## config.mk

```make
export PLATFORM = sky130hd
export DESIGN_NAME = psb_status
export DESIGN_NICKNAME = d
export VERILOG_FILES = /design/src/psb_pkg.sv /design/src/psb_status.sv
export SDC_FILE = /design/constraint.sdc
export NUM_CORES = 1
export LEC_CHECK = 0
export BUFFER_PORTS_ARGS = -buffer_cell sky130_fd_sc_hd__buf_2
export CAP_MARGIN = 0
export CELL_PAD_IN_SITES_DETAIL_PLACEMENT = 0
export CELL_PAD_IN_SITES_GLOBAL_PLACEMENT = 2
export CORE_MARGIN = 2
export CORE_UTILIZATION = 41
export CTS_BUF_LIST = sky130_fd_sc_hd__clkbuf_2
export CTS_CLUSTER_SIZE = 28
export DETAILED_ROUTE_END_ITERATION = 16
export PLACE_DENSITY = 0.95
export SLEW_MARGIN = 20
export SYNTH_ARGS = -nofsm -noshare
export SYNTH_HDL_FRONTEND = slang
export SYNTH_SLANG_ARGS = --single-unit
```

## constraint.sdc

```tcl
create_clock -name clk -period 3 [get_ports clk]
set_clock_uncertainty 0.1 [all_clocks]
set_input_delay 0.3 -clock clk [delete_from_list [all_inputs] [get_ports clk]]
set_output_delay 0.3 -clock clk [all_outputs]
set_load 0.02 [all_outputs]
```

## src/psb_pkg.sv

```systemverilog
// package for the parallel slave buffer status block
// assumes a plain register port with one-cycle strobes
package psb_pkg;
	localparam int PSB_ADDR_W = 4;
	localparam int PSB_SLOTS  = 4;
	// register offsets (byte addresses)
	localparam logic [3:0] PSB_OFS_STATUS  = 4'h0;
	localparam logic [3:0] PSB_OFS_CONTROL = 4'h4;
	localparam logic [3:0] PSB_OFS_CLEAR   = 4'h8;
	// status field positions
	localparam int PSB_BIT_IN_ALL_FULL   = 15;
	localparam int PSB_BIT_IN_OVERFLOW   = 14;
	localparam int PSB_LSB_IN_SLOT_FULL  = 8;
	localparam int PSB_BIT_OUT_ALL_EMPTY = 7;
	localparam int PSB_BIT_OUT_UNDERFLOW = 6;
	localparam int PSB_LSB_OUT_SLOT_EMPTY = 0;
	// control field positions
	localparam int PSB_BIT_SLAVE_MODE = 0;
	// reset values
	localparam logic [3:0] PSB_RST_IN_FULL   = 4'h0;
	localparam logic [3:0] PSB_RST_OUT_EMPTY = 4'hF;
	localparam logic       PSB_RST_SLAVE     = 1'b1;

	// one host access toward a slot
	typedef struct packed {
		logic       write;
		logic [1:0] slot;
		logic [7:0] data;
	} psb_host_req_t;
endpackage : psb_pkg

```

## src/psb_status.sv

```systemverilog
// byte buffer status for a parallel slave port: four in, four out
// assumes host requests and cpu strobes are on clk, same domain
//
// The address map and strobed register access are this design's own decisions.
`timescale 1ns/1ps
module psb_status
	import psb_pkg::*;
(
	input  wire logic                  clk,
	input  wire logic                  sys_rst,
	// register port
	input  wire logic [PSB_ADDR_W-1:0] regAddr,
	input  wire logic [31:0]           regWdata,
	input  wire logic                  regWr,
	input  wire logic                  regRd,
	output logic      [31:0]           regRdata,
	// host side request stream, buffered
	input  wire psb_host_req_t         hostReq,
	input  wire logic                  hostValid,
	output logic                       hostReady,
	// host read answers
	output logic      [7:0]            hostRdata,
	output logic                       hostRvalid,
	input  wire logic                  hostRready,
	// cpu byte access to the slots
	input  wire logic [1:0]            cpuSlot,
	input  wire logic                  cpuInRd,
	output logic      [7:0]            cpuInData,
	input  wire logic                  cpuOutWr,
	input  wire logic [7:0]            cpuOutData,
	output logic                       slaveMode
);
	// slot flags, errors and mode
	logic [3:0]     inFull_q;
	logic [3:0]     outEmpty_q;
	logic           inOvf_q;
	logic           outUnf_q;
	logic           slave_q;

	// slot storage and the request buffer
	logic [7:0]     inBuf_q  [PSB_SLOTS];
	logic [7:0]     outBuf_q [PSB_SLOTS];
	psb_host_req_t  fifo_q   [2];
	logic [1:0]     fifoCnt_q;
	logic           fifoRp_q;
	logic           fifoWp_q;
	psb_host_req_t  head;
	logic           headValid;
	logic           headTake;
	logic           hostPush;

	// decoded host and register events
	logic           hostWrReq;
	logic           hostRdReq;
	logic           hostWrOk;
	logic           hostWrOvf;
	logic           hostRdOk;
	logic           hostRdUnf;
	logic           clrWr;
	logic           clrOvf;
	logic           clrUnf;
	logic           ctrlWr;

	// read side values
	logic           inAllFull;
	logic           outAllEmpty;
	logic [31:0]    statusWord;
	logic [31:0]    rdMux;
	logic [7:0]     rdata_q;
	logic           rvalid_q;

	// two-entry request buffer; ready drops when both entries are used
	assign hostReady = (fifoCnt_q != 2'd2);
	assign head      = fifo_q[fifoRp_q];
	assign headValid = (fifoCnt_q != 2'd0);
	// a read answer slot must be free before a request retires
	assign headTake  = headValid && (!rvalid_q || hostRready);

	// a request enters when offered and there is room
	assign hostPush  = hostValid && hostReady;

	// write pointer moves on every accepted request
	always_ff @(posedge clk)
	begin
		if (sys_rst)
			fifoWp_q <= 1'b0;
		else if (hostPush)
			fifoWp_q <= ~fifoWp_q;
	end

	// read pointer moves as the head retires
	always_ff @(posedge clk)
	begin
		if (sys_rst)
			fifoRp_q <= 1'b0;
		else if (headTake)
			fifoRp_q <= ~fifoRp_q;
	end

	// fill count; a push beside a pop leaves it alone
	always_ff @(posedge clk)
	begin
		if (sys_rst)
			fifoCnt_q <= 2'd0;
		else
			unique case ({hostPush, headTake})
				2'b10:   fifoCnt_q <= fifoCnt_q + 2'd1;
				2'b01:   fifoCnt_q <= fifoCnt_q - 2'd1;
				default: fifoCnt_q <= fifoCnt_q;
			endcase
	end

	// entries need no reset, the count guards them
	always_ff @(posedge clk)
	begin
		if (hostPush)
			fifo_q[fifoWp_q] <= hostReq;
	end

	// decode the retiring host request
	assign hostWrReq = headTake && head.write;
	assign hostRdReq = headTake && !head.write;
	assign hostWrOk  = hostWrReq && !inFull_q[head.slot];
	assign hostWrOvf = hostWrReq && inFull_q[head.slot];
	assign hostRdOk  = hostRdReq && !outEmpty_q[head.slot];
	assign hostRdUnf = hostRdReq && outEmpty_q[head.slot];

	// input slot data; cleared so an early cpu read shows no unknown
	always_ff @(posedge clk)
	begin
		if (sys_rst)
		begin
			for (int i = 0; i < PSB_SLOTS; i++)
				inBuf_q[i] <= 8'h00;
		end
		else if (hostWrOk)
			inBuf_q[head.slot] <= head.data;
	end

	// per-slot input full flags
	always_ff @(posedge clk)
	begin
		if (sys_rst)
			inFull_q <= PSB_RST_IN_FULL;
		else
		begin
			for (int i = 0; i < PSB_SLOTS; i++)
			begin
				// host set beats a same-cycle cpu read clear
				if (hostWrOk && head.slot == 2'(i))
					inFull_q[i] <= 1'b1;
				else if (cpuInRd && cpuSlot == 2'(i))
					inFull_q[i] <= 1'b0;
			end
		end
	end

	// cpu reads the selected input byte
	always_ff @(posedge clk)
	begin
		if (sys_rst)
			cpuInData <= 8'h00;
		else if (cpuInRd)
			cpuInData <= inBuf_q[cpuSlot];
	end

	// output slot data written by the cpu
	always_ff @(posedge clk)
	begin
		if (sys_rst)
		begin
			for (int i = 0; i < PSB_SLOTS; i++)
				outBuf_q[i] <= 8'h00;
		end
		else if (cpuOutWr)
			outBuf_q[cpuSlot] <= cpuOutData;
	end

	// per-slot output empty flags
	always_ff @(posedge clk)
	begin
		if (sys_rst)
			outEmpty_q <= PSB_RST_OUT_EMPTY;
		else
		begin
			for (int i = 0; i < PSB_SLOTS; i++)
			begin
				// host take sets empty; cpu write in same cycle refills
				if (cpuOutWr && cpuSlot == 2'(i))
					outEmpty_q[i] <= 1'b0;
				else if (hostRdOk && head.slot == 2'(i))
					outEmpty_q[i] <= 1'b1;
			end
		end
	end

	// answer valid holds until the host takes it
	always_ff @(posedge clk)
	begin
		if (sys_rst)
			rvalid_q <= 1'b0;
		else if (hostRdReq)
			rvalid_q <= 1'b1;
		else if (hostRready)
			rvalid_q <= 1'b0;
	end

	// answer byte; underflow returns zero and leaves the slot alone
	always_ff @(posedge clk)
	begin
		if (sys_rst)
			rdata_q <= 8'h00;
		else if (hostRdReq)
			rdata_q <= hostRdOk ? outBuf_q[head.slot] : 8'h00;
	end
	assign hostRdata  = rdata_q;
	assign hostRvalid = rvalid_q;

	// software clear of sticky errors through the clear register
	assign clrWr  = regWr && regAddr == PSB_OFS_CLEAR;
	assign clrOvf = clrWr && regWdata[PSB_BIT_IN_OVERFLOW];
	assign clrUnf = clrWr && regWdata[PSB_BIT_OUT_UNDERFLOW];
	assign ctrlWr = regWr && regAddr == PSB_OFS_CONTROL;

	// sticky overflow; a new event wins over the clear
	always_ff @(posedge clk)
	begin
		if (sys_rst)
			inOvf_q <= 1'b0;
		else if (hostWrOvf)
			inOvf_q <= 1'b1;
		else if (clrOvf)
			inOvf_q <= 1'b0;
	end

	// sticky underflow; same priority as the overflow flag
	always_ff @(posedge clk)
	begin
		if (sys_rst)
			outUnf_q <= 1'b0;
		else if (hostRdUnf)
			outUnf_q <= 1'b1;
		else if (clrUnf)
			outUnf_q <= 1'b0;
	end

	// slave mode control; status only has meaning while set
	always_ff @(posedge clk)
	begin
		if (sys_rst)
			slave_q <= PSB_RST_SLAVE;
		else if (ctrlWr)
			slave_q <= regWdata[PSB_BIT_SLAVE_MODE];
	end
	assign slaveMode = slave_q;

	// aggregate flags over all four slots
	assign inAllFull   = &inFull_q;
	assign outAllEmpty = &outEmpty_q;

	// status word assembly; unused bits tied low
	always_comb
	begin
		statusWord = 32'h0000_0000;
		if (slave_q)
		begin
			statusWord[PSB_BIT_IN_ALL_FULL]   = inAllFull;
			statusWord[PSB_BIT_IN_OVERFLOW]   = inOvf_q;
			statusWord[PSB_LSB_IN_SLOT_FULL +: PSB_SLOTS] = inFull_q;
			statusWord[PSB_BIT_OUT_ALL_EMPTY] = outAllEmpty;
			statusWord[PSB_BIT_OUT_UNDERFLOW] = outUnf_q;
			statusWord[PSB_LSB_OUT_SLOT_EMPTY +: PSB_SLOTS] = outEmpty_q;
		end
	end

	// read mux; unmapped offsets read zero
	always_comb
	begin
		rdMux = 32'h0000_0000;
		unique case (regAddr)
			PSB_OFS_STATUS:  rdMux = statusWord;
			PSB_OFS_CONTROL: rdMux = {31'h0, slave_q};
			default:         rdMux = 32'h0000_0000;
		endcase
	end

	// register read data, one cycle after the strobe, else zero
	always_ff @(posedge clk)
	begin
		if (sys_rst)
			regRdata <= 32'h0000_0000;
		else if (regRd)
			regRdata <= rdMux;
		else
			regRdata <= 32'h0000_0000;
	end
endmodule : psb_status

```

==> results of run 1 <==
worst min-delay path, cell delays in order:
cell	delay (ns)
buf_2	0.21
nand3b_1	0.16
o31a_1	0.14
cells in the mapped netlist, drive strengths merged (4+ instances only):
cell type | number | area share, %
mux2i | 12 | 2.5
nand2b | 4 | 0.46
dfxtp | 45 | 17
edfxtp | 86 | 47
inv | 12 | 0.83
nand3 | 4 | 0.46
a21oi | 6 | 0.55
and2 | 7 | 0.80
nor2 | 81 | 5.6
a32o | 8 | 1.5
nand2 | 35 | 2.5
o21ai | 10 | 0.92
nor3 | 7 | 0.85
buf | 28 | 3.8
mux2 | 9 | 1.9
mux4 | 16 | 6.6
clkbuf | 10 | 0.69
area by class of cell:
type,count,area [um2]
inverters,13,48.8
fillers,1151,6620
clock buffers,18,90.1
flip-flops and latches,131,3480
repair buffers,111,768
well taps,176,220
clock inverters,14,114
multi-input cells,256,1740
final timing paths:
check	from	depth (start not counted)	slack (ns)	endpoint
worst max-delay path	flip-flop	5	0.36	inBuf_q[0][3]
worst min-delay path	cpuSlot[1]	3	0.07	outEmpty_q[2]
worst max register to register	flip-flop	5	0.36	inBuf_q[0][3]
worst min register to register	outUnf_q	1	0.40	regRdata[6]
power by group through the flow:
stage,registers [uW],clock network [uW],logic [uW]
2_1_floorplan,2280,0,699
3_3_place_gp,2280,0,891
3_5_place_dp,2290,0,918
4_1_cts,2250,972,971
5_1_grt,2270,1040,1060
6_report,2250,945,959
cells by family (layout without fill, tap and decap cells):
logic type / after synthesis / count (layout) / synth area share (%)
simple gates: 158 / 158 / 13.8
flops: 131 / 131 / 64.0
buf+inv: 51 / 156 / 5.35
mux: 37 / 37 / 11.0
compound gates: 36 / 36 / 4.92
xor+xnor: 4 / 4 / 0.643
fa+ha+maj: 1 / 1 / 0.230
other cells: 1 / 20 / 0.0689
registers in the layout (all words and copies together), names as in the netlist, named ones only:
| name | cells |
|---|---|
| outUnf_q | 1 |
| hostRdata | 8 |
| inOvf_q | 1 |
| inBuf_q | 32 |
| outEmpty_q | 4 |
| regRdata | 12 |
| slaveMode | 1 |
| fifoCnt_q | 2 |
| inFull_q | 4 |
| cpuInData | 8 |
| fifoWp_q | 1 |
| fifo_q | 22 |
| hostRvalid | 1 |
| fifoRp_q | 1 |
| outBuf_q | 32 |
layer usage:
metal  global-route usage [%]  wire, um  up-vias
met2                     29.8      5920      109
met3                     4.36       677        5
met4                     5.65        68        0
met1                     20.5      4830     1697
met5                        0         0        -
li1                         -         -     1693
through the flow:
stage	setup slack, ns	cells	power [uW]	hold slack [ns]
after global routing	0.161	719	4370	0.0226
after CTS	0.362	719	4200	0.00196
after detailed placement	0.390	647	3210	0.353
after global placement	0.431	647	3170	0.353
final	0.362	719	4150	0.0748
after floorplan	1.01	438	2980	0.277
==> run summary, run 1 <==
Setup tns final = 0 ns
Vias per cell = 4.87
CORE AREA = 0.0131 mm2
Cells after synthesis = 419
GRT overflow = 0
Worst Max-Slew Pin Slew = 0.619 ns
Clock-pin slew on the worst setup and hold paths = 0.19 ns
Mean post-synth cell area = 13.0 um2
Layout Nets = 596
Largest net degree at the start of global routing = 28
H-tree levels = 4
CP delay by family, top = simple AND/OR/NAND/NOR gates
Tmin final = 2.64 ns
DR pass1 iterations = 4
Relative slew slack = 57.9%
Die H = 119 um
Unrepaired setup endpoints after global routing = no
Port Buffers = 66
Core Util, Final = 49.4%
Post-Syn Area = 0.00545 mm2
Synth Flop Type = edfxtp_1
Static Leakage = 0.00257 uW
# rows = 42
Avg WL per Cell = 16.0 um
Yosys reg bits = 131
Die W = 119 um
CP max stage cell = dfxtp_1
Post-CTS sizing = 0
Initial DRC Count = 162
Peak VDD IR = 352 uV
Area Growth Syn to Fin = 18.7%
P_sw = 1320 uW
CTS Sinks = 131
Post-route antenna net violation count = 0
Sequential-to-total area share from yosys stat = 64.0%
Die ar. = 0.0142 mm2
Vias = 3504
Part of the cycle the worst path needs = 87.9%
Worst Path Arrival = 2.87 ns
TritonCTS clock tree = yes
Crit Path Category = reg -> reg
Critical path launch point type = flip-flop
Ports = 116
CTS buffer count = 17
Final hold violations = 0
Commonest non-fill, non-tap cell in the layout = edfxtp_1
Outcome = complete, no violations
CP required = 3.23 ns
Max Cap Violations = 0
Critical Path, Cell by Cell = and3b_2, o21ai_0, o2111a_1, nand4_4, nand2_1
Logic gate share of total power = 23.1%
Most frequent cells in the layout = 86 x edfxtp_1, 81 x nor2_1, 66 x buf_2, 45 x dfxtp_1, 40 x dlygate4sd3_1
Synth unique cells = 54
Post-route cell area = 0.00647 mm2
Worst-path fanout max = 15
FFs w/ async S/R, synth = 0%
Yosys Warn Count = 0
Sw Share = 31.7%
HPWL Detailed = 7.77 mm
Number of global-route vias before repair = 3631
WL final = 11.5 mm
Post-CTS Setup Bufs = 0
Number of enable flip-flop cells after synthesis = 86
Initial Util = 41.6%
Placer Congestion = 0.772
Worst min path class = in -> reg
Clk_lat worst skew = 0.66 ns
Initial antenna violation count = 0
Worst path buffer plus inverter count = 0
Slowest stage delay, CP = 0.74 ns
CTS Buffer Depth = 2
Clock Root Buffer = clkbuf_2
P per Cell Area = 642 mW/mm2
Layout cell share with drive strength beyond 1 = 25.4%
Critical path endpoint category = flip-flop
Total track usage = 17.0%
Clk pwr share = 22.8%
Fmax = 379 MHz
Slew Limit Fails = 0
DRC viols = 0
Flop pwr share = 54.2%
Setup-failing EPs final = 0
Dpl cell area = 0.00586 mm2
N_diodes = 0
Global-route wire length before repair = 18.2 mm
Hold buffers post-CTS = 40
Pint = 2840 uW
(Power assumes the default switching activity.)
==> run 2: changes to the inputs <==
CELL_PAD_IN_SITES_DETAIL_PLACEMENT = default   (was 0)
CELL_PAD_IN_SITES_GLOBAL_PLACEMENT = default   (was 2)
CORE_UTILIZATION = 55   (was 41)
CTS_CLUSTER_DIAMETER = 120   (was default)
PLACE_DENSITY = 0.92   (was 0.95)
==> run 2 against run 1 <==
Against the previous run: global-route usage rose by 6.2 points; first-iteration DRC count rose by 55%; critical endpoint is now outUnf_q; largest cell class unchanged; critical path type unchanged; combinational power rose by 2%.
==> run summary, run 2 (synthesis gave the netlist of run 1 again) <==
Fmax = 356 MHz (-6.1%)
Min-Delay Endpoint = outEmpty_q[2]
Layout Nets = 595 (-0.17%)
Worst-path fanout max = 12 (-3)
N_diodes = 0 (unchanged)
Relative slew slack = 52.6% (-5.3 points)
Hold Path Stages = 3 (unchanged)
Avg WL per Cell = 17.7 um (+11%)
Worst Max-Slew Pin Slew = 0.697 ns (+0.0779 ns)
Post-route cell area = 0.00649 mm2 (+0.33%)
DR pass1 iterations = 5 (+1)
CTS buffer count = 17 (unchanged)
Slew Limit Fails = 0 (unchanged)
Pint = 3100 uW (+9.2%)
Initial DRC Count = 251 (+55%)
Post-route insts no fill = 675 (-6.1%)
Critical path endpoint category = flip-flop
Clock Root Buffer = clkbuf_2
TritonCTS clock tree = yes
Area Growth Syn to Fin = 19.1%
Commonest non-fill, non-tap cell in the layout = edfxtp_1
HPWL Detailed = 7.65 mm (-1.5%)
Port Buffers = 66 (unchanged)
Total power = 4460 uW (+7.4%)
Final hold violations = 0 (unchanged)
Die H = 104 um (-13%)
Ports = 116 (unchanged)
Global-route wire length before repair = 18.9 mm (+3.5%)
Met3 routed WL = 791 um (+17%)
Hold path start = cpuSlot[1]
H-tree levels = 4 (unchanged)
WL final = 12.0 mm (+4.2%)
Vias = 3726 (+6.3%)
Clk pwr share = 27.7% (+4.9 points)
Placer Congestion = 0.866 (+12%)
Worst min path class = in -> reg
Die ar. = 0.0107 mm2 (-25%)
Initial Util = 56.2% (+15 points)
Setup-failing EPs final = 0 (unchanged)
Fillers = 657 (-43%)
P_sw = 1360 uW (+3.5%)
Die W = 104 um (-13%)
Critical path launch point type = flip-flop
R2R Path End = outUnf_q
CP required = 3.45 ns (+0.22 ns)
Number of global-route vias before repair = 3871 (+6.6%)
Unrepaired setup endpoints after global routing = no
Flop pwr share = 50.5% (-3.7 points)
Layout cell share with drive strength beyond 1 = 25.6% (+0.23 points)
Hold buffers post-CTS = 39 (-2.5%)
Post-CTS sizing = 0 (unchanged)
Tmin final = 2.81 ns (+0.170 ns)
Logic gate share of total power = 21.9% (-1.2 points)
Sw Share = 30.6% (-1.2 points)
Most frequent cells in the layout = 86 x edfxtp_1, 81 x nor2_1, 66 x buf_2, 45 x dfxtp_1, 39 x dlygate4sd3_1
Peak VDD IR = 474 uV (+35%)
Dpl cell area = 0.00581 mm2 (-0.92%)
Worst Path Arrival = 3.26 ns (+0.39 ns)
DRC viols = 0 (unchanged)
Outcome = complete, no violations
Highest Signal Layer = met4
Placed instance count = 604 (-6.6%)
# rows = 36 (-14%)
Vias per cell = 5.52 (+13%)
Post-CTS Setup Bufs = 0 (unchanged)
P per Cell Area = 687 mW/mm2 (+7.0%)
Part of the cycle the worst path needs = 93.6% (+5.7 points)
CORE AREA = 0.00968 mm2 (-26%)
Total track usage = 23.2% (+6.2 points)
Post-route antenna net violation count = 0 (unchanged)
Largest net degree at the start of global routing = 28 (unchanged)
Reg2reg setup slack = 0.19 ns (-0.17 ns)
Met2 WL = 6.68 mm (+13%)
Regs by FF count = inBuf_q x32, outBuf_q x32, fifo_q x22
GRT overflow = 0 (unchanged)
CTS Buffer Depth = 2 (unchanged)
M1 WL = 4.32 mm (-11%)
Max Cap Violations = 0 (unchanged)
CTS Sinks = 131 (unchanged)
Worst r2r path cells = 7 (+2)
Static Leakage = 0.00260 uW (+1.2%)
Clock-pin slew on the worst setup and hold paths = 0.21 ns (+0.02 ns)
Initial antenna violation count = 0 (unchanged)
Clk_lat worst skew = 0.66 ns (about the same)
Setup tns final = 0 ns (unchanged)
Crit Path Category = reg -> reg
[run 2: cell count changes in the layout (fill, tap and decap cells not counted)]
cell	change
clkinvlp_4	-1
clkbuf_2	-1
clkinv_4	+2
dlygate4sd3_1	-1
clkinv_2	-3
clkinv_1	-1
bufinv_16	+3
inv_6	+1
[run 2: how the worst max path moves through the flow]
stage	endpoint	slack, ns	cells past startpoint
6_report	outUnf_q	0.19	7
5_1_grt	outUnf_q	0.06	7
4_1_cts	outUnf_q	0.29	7
3_5_place_dp	inBuf_q[0][1]	0.43	5
3_3_place_gp	inBuf_q[0][0]	0.58	5
2_1_floorplan	inBuf_q[0][0]	1.01	6
[run 2: power by group through the flow]
stage	clock network [uW]	logic, uW	registers [uW]
after global routing	1320	1050	2270
after global placement	0	874	2270
after CTS	1240	962	2250
final	1230	975	2250
after detailed placement	0	912	2290
after floorplan	0	699	2280
[run 2: final cells by class]
class	count	area (um2)	area share, %
Clock buffer	17	85.1	1.31
Clock inverter	15	204	3.14
Inverter	13	48.8	0.752
Multi-Input combinational cell	256	1740	26.9
Sequential cell	131	3480	53.7
Tap cell	133	166	2.56
Timing Repair Buffer	110	758	11.7
[run 2: metal layers]
layer	global-route usage, %	vias up
met3	5.16	24
met4	9.17	0
met2	43.6	204
met5	0	-
li1	-	1688
met1	25.4	1810
[run 2: stage by stage]
stage          setup WS [ns]  utilization, %  hold slack [ns]
6_report               0.191            67.0           0.0912
5_1_grt               0.0640            67.0           0.0688
4_1_cts                0.285            67.0           0.0271
3_5_place_dp           0.429            60.0            0.345
3_3_place_gp           0.582            60.0            0.349
2_1_floorplan           1.01               -            0.277
[run 2: critical path, stage by stage, from the launching register on]
cell,delay [ns]
dfxtp_1,0.66
buf_4,0.30
and4bb_1,0.23
a41oi_1,0.22
nand4_2,0.26
a32oi_1,0.27
nor2_1,0.07
dlygate4sd3_1,0.60
==> run 3: changes to the inputs <==
SETUP_SLACK_MARGIN = 0.2   (was default)
==> run 3 against run 2 <==
Against the previous run: maximum frequency is 6.7% higher; clock-buffer cell count stayed put; largest power group unchanged; wire length rose by 0.14%; sequential cell count is the same; global-route usage unchanged; combinational power barely moved; via count down 0.46%; clock power about the same; worst setup slack better by 0.18 ns; critical path depth unchanged; hold slack worse by 0.026 ns.
==> run summary, run 3 (synthesis gave the netlist of run 1 again) <==
Clock-pin slew on the worst setup and hold paths = 0.21 ns (about the same)
Total track usage = 23.2% (unchanged)
Regs by FF count = inBuf_q x32, outBuf_q x32, fifo_q x22
TritonCTS clock tree = yes
Slowest stage delay, CP = 0.60 ns (-0.06 ns)
Met2 Use GR = 43.6% (unchanged)
Global-route wire length before repair = 18.9 mm (unchanged)
N_diodes = 0 (unchanged)
Port Buffers = 66 (unchanged)
# rows = 36 (unchanged)
HPWL Detailed = 7.65 mm (unchanged)
CTS Sinks = 131 (unchanged)
Part of the cycle the worst path needs = 87.8% (-5.8 points)
Post-route antenna net violation count = 0 (unchanged)
CP max stage cell = dlygate4sd3_1
CTS buffer count = 17 (unchanged)
Most frequent cells in the layout = 86 x edfxtp_1, 81 x nor2_1, 66 x buf_2, 44 x dfxtp_1, 39 x dlygate4sd3_1
Outcome = complete, no violations
Setup-failing EPs final = 0 (unchanged)
Setup tns final = 0 ns (unchanged)
Worst Max-Slew Pin Slew = 0.699 ns (+0.00173 ns)
Worst min path class = in -> reg
Fmax = 380 MHz (+6.7%)
Met1 Usage GRT = 25.4% (unchanged)
Relative slew slack = 52.5% (-0.12 points)
Commonest non-fill, non-tap cell in the layout = edfxtp_1
Die ar. = 0.0107 mm2 (unchanged)
Static Leakage = 0.00260 uW (about the same)
Crit Path Category = reg -> reg
CP required = 3.46 ns (about the same)
GRT overflow = 0 (unchanged)
H-tree levels = 4 (unchanged)
Core Util, Final = 67.0% (about the same)
Avg WL per Cell = 17.8 um (+0.14%)
Peak VDD IR = 476 uV (+0.47%)
Initial DRC Count = 253 (+0.80%)
Clk_lat worst skew = 0.66 ns (about the same)
Unrepaired setup endpoints after global routing = no
Placer Congestion = 0.866 (unchanged)
Ports = 116 (unchanged)
Layout Nets = 595 (unchanged)
Number of global-route vias before repair = 3871 (unchanged)
Largest net degree at the start of global routing = 28 (unchanged)
Critical Path, Cell by Cell = buf_4, and4bb_1, a41oi_1, nand4_2, a32oi_1, nor2_1, dlygate4sd3_1
Slew Limit Fails = 0 (unchanged)
Vias per cell = 5.49 (-0.46%)
Initial Util = 56.2% (unchanged)
DR pass1 iterations = 7 (+2)
DRC viols = 0 (unchanged)
Max Cap Violations = 0 (unchanged)
Min-Delay Endpoint = outEmpty_q[2]
Clock Root Buffer = clkbuf_2
P per Cell Area = 688 mW/mm2 (about the same)
WL final = 12.0 mm (+0.14%)
Worst Path Arrival = 3.09 ns (-0.17 ns)
CORE AREA = 0.00968 mm2 (unchanged)
Worst path buffer plus inverter count = 2 (unchanged)
CP delay by family, top = buffers and inverters
Hold path start = cpuSlot[1]
Post-CTS Setup Bufs = 0 (unchanged)
Worst-path fanout max = 12 (unchanged)
Critical path launch point type = flip-flop
Hold Path Stages = 3 (unchanged)
Final hold violations = 0 (unchanged)
Initial antenna violation count = 0 (unchanged)
Vias = 3709 (-0.46%)
R2R Path End = outUnf_q
Die H = 104 um (unchanged)
Met3 Use GR = 5.16% (unchanged)
Reg2reg setup slack = 0.37 ns (+0.18 ns)
Layout cell share with drive strength beyond 1 = 25.8% (+0.18 points)
CTS Buffer Depth = 2 (unchanged)
Critical path endpoint category = flip-flop
Busiest layer in global routing = met2
Die W = 104 um (unchanged)
Worst r2r path cells = 7 (unchanged)
Area Growth Syn to Fin = 19.2% (about the same)
Hold WS = 0.0655 ns (-0.0256 ns)
Tmin final = 2.63 ns (-0.175 ns)
## run 3: worst max-delay path by stage
| stage | cells after the start | endpoint |
|---|---|---|
| 5_1_grt | 8 | inOvf_q |
| 6_report | 7 | outUnf_q |
| 3_5_place_dp | 5 | inBuf_q[0][1] |
| 2_1_floorplan | 6 | inBuf_q[0][0] |
| 3_3_place_gp | 5 | inBuf_q[0][0] |
| 4_1_cts | 7 | outUnf_q |
## run 3: through the flow
step | area [um2] | total power [uW] | cells | setup WS [ns]
finish | 6490 | 4460 | 675 | 0.367
global route | 6490 | 4650 | 675 | 0.254
CTS | 6490 | 4460 | 675 | 0.285
detailed placement | 5810 | 3200 | 604 | 0.429
global placement | 5810 | 3140 | 604 | 0.582
floorplan | 5520 | 2980 | 438 | 1.01
## run 3: worst register-to-register path, delay by kind of cell (launching register included)
family	cells	cell delay, ns
AO/OA/AOI/OAI	2	0.50
buffers and inverters	2	0.87
flip-flops	1	0.52
AND/OR/NAND/NOR	3	0.55
## run 3: layout make-up
type,count,area (um2)
Clock buffer,17,85.1
Clock inverter,15,204
Inverter,13,48.8
Multi-Input combinational cell,256,1740
Timing Repair Buffer,110,758
Sequential cell,131,3480
Fill cell,656,3190
Tap cell,133,166
## run 3: where the power goes
part / total, uW / internal, uW / switching, uW
registers: 2250 / 2140 / 110
clock network: 1240 / 554 / 682
logic: 975 / 400 / 574
## run 3: routing by layer
layer / wire [um] / up-vias / part of all wire, %
li1: - / 1689 / -
met3: 843 / 30 / 7.0
met1: 4340 / 1796 / 36
met4: 231 / 0 / 1.9
met5: 0 / - / 0
met2: 6580 / 194 / 55
## run 3: timing repair
item	CTS	global route
resized for setup	0	1
setup endpoints to repair	0	9
hold endpoints to repair	77	0
hold buffers	39	0
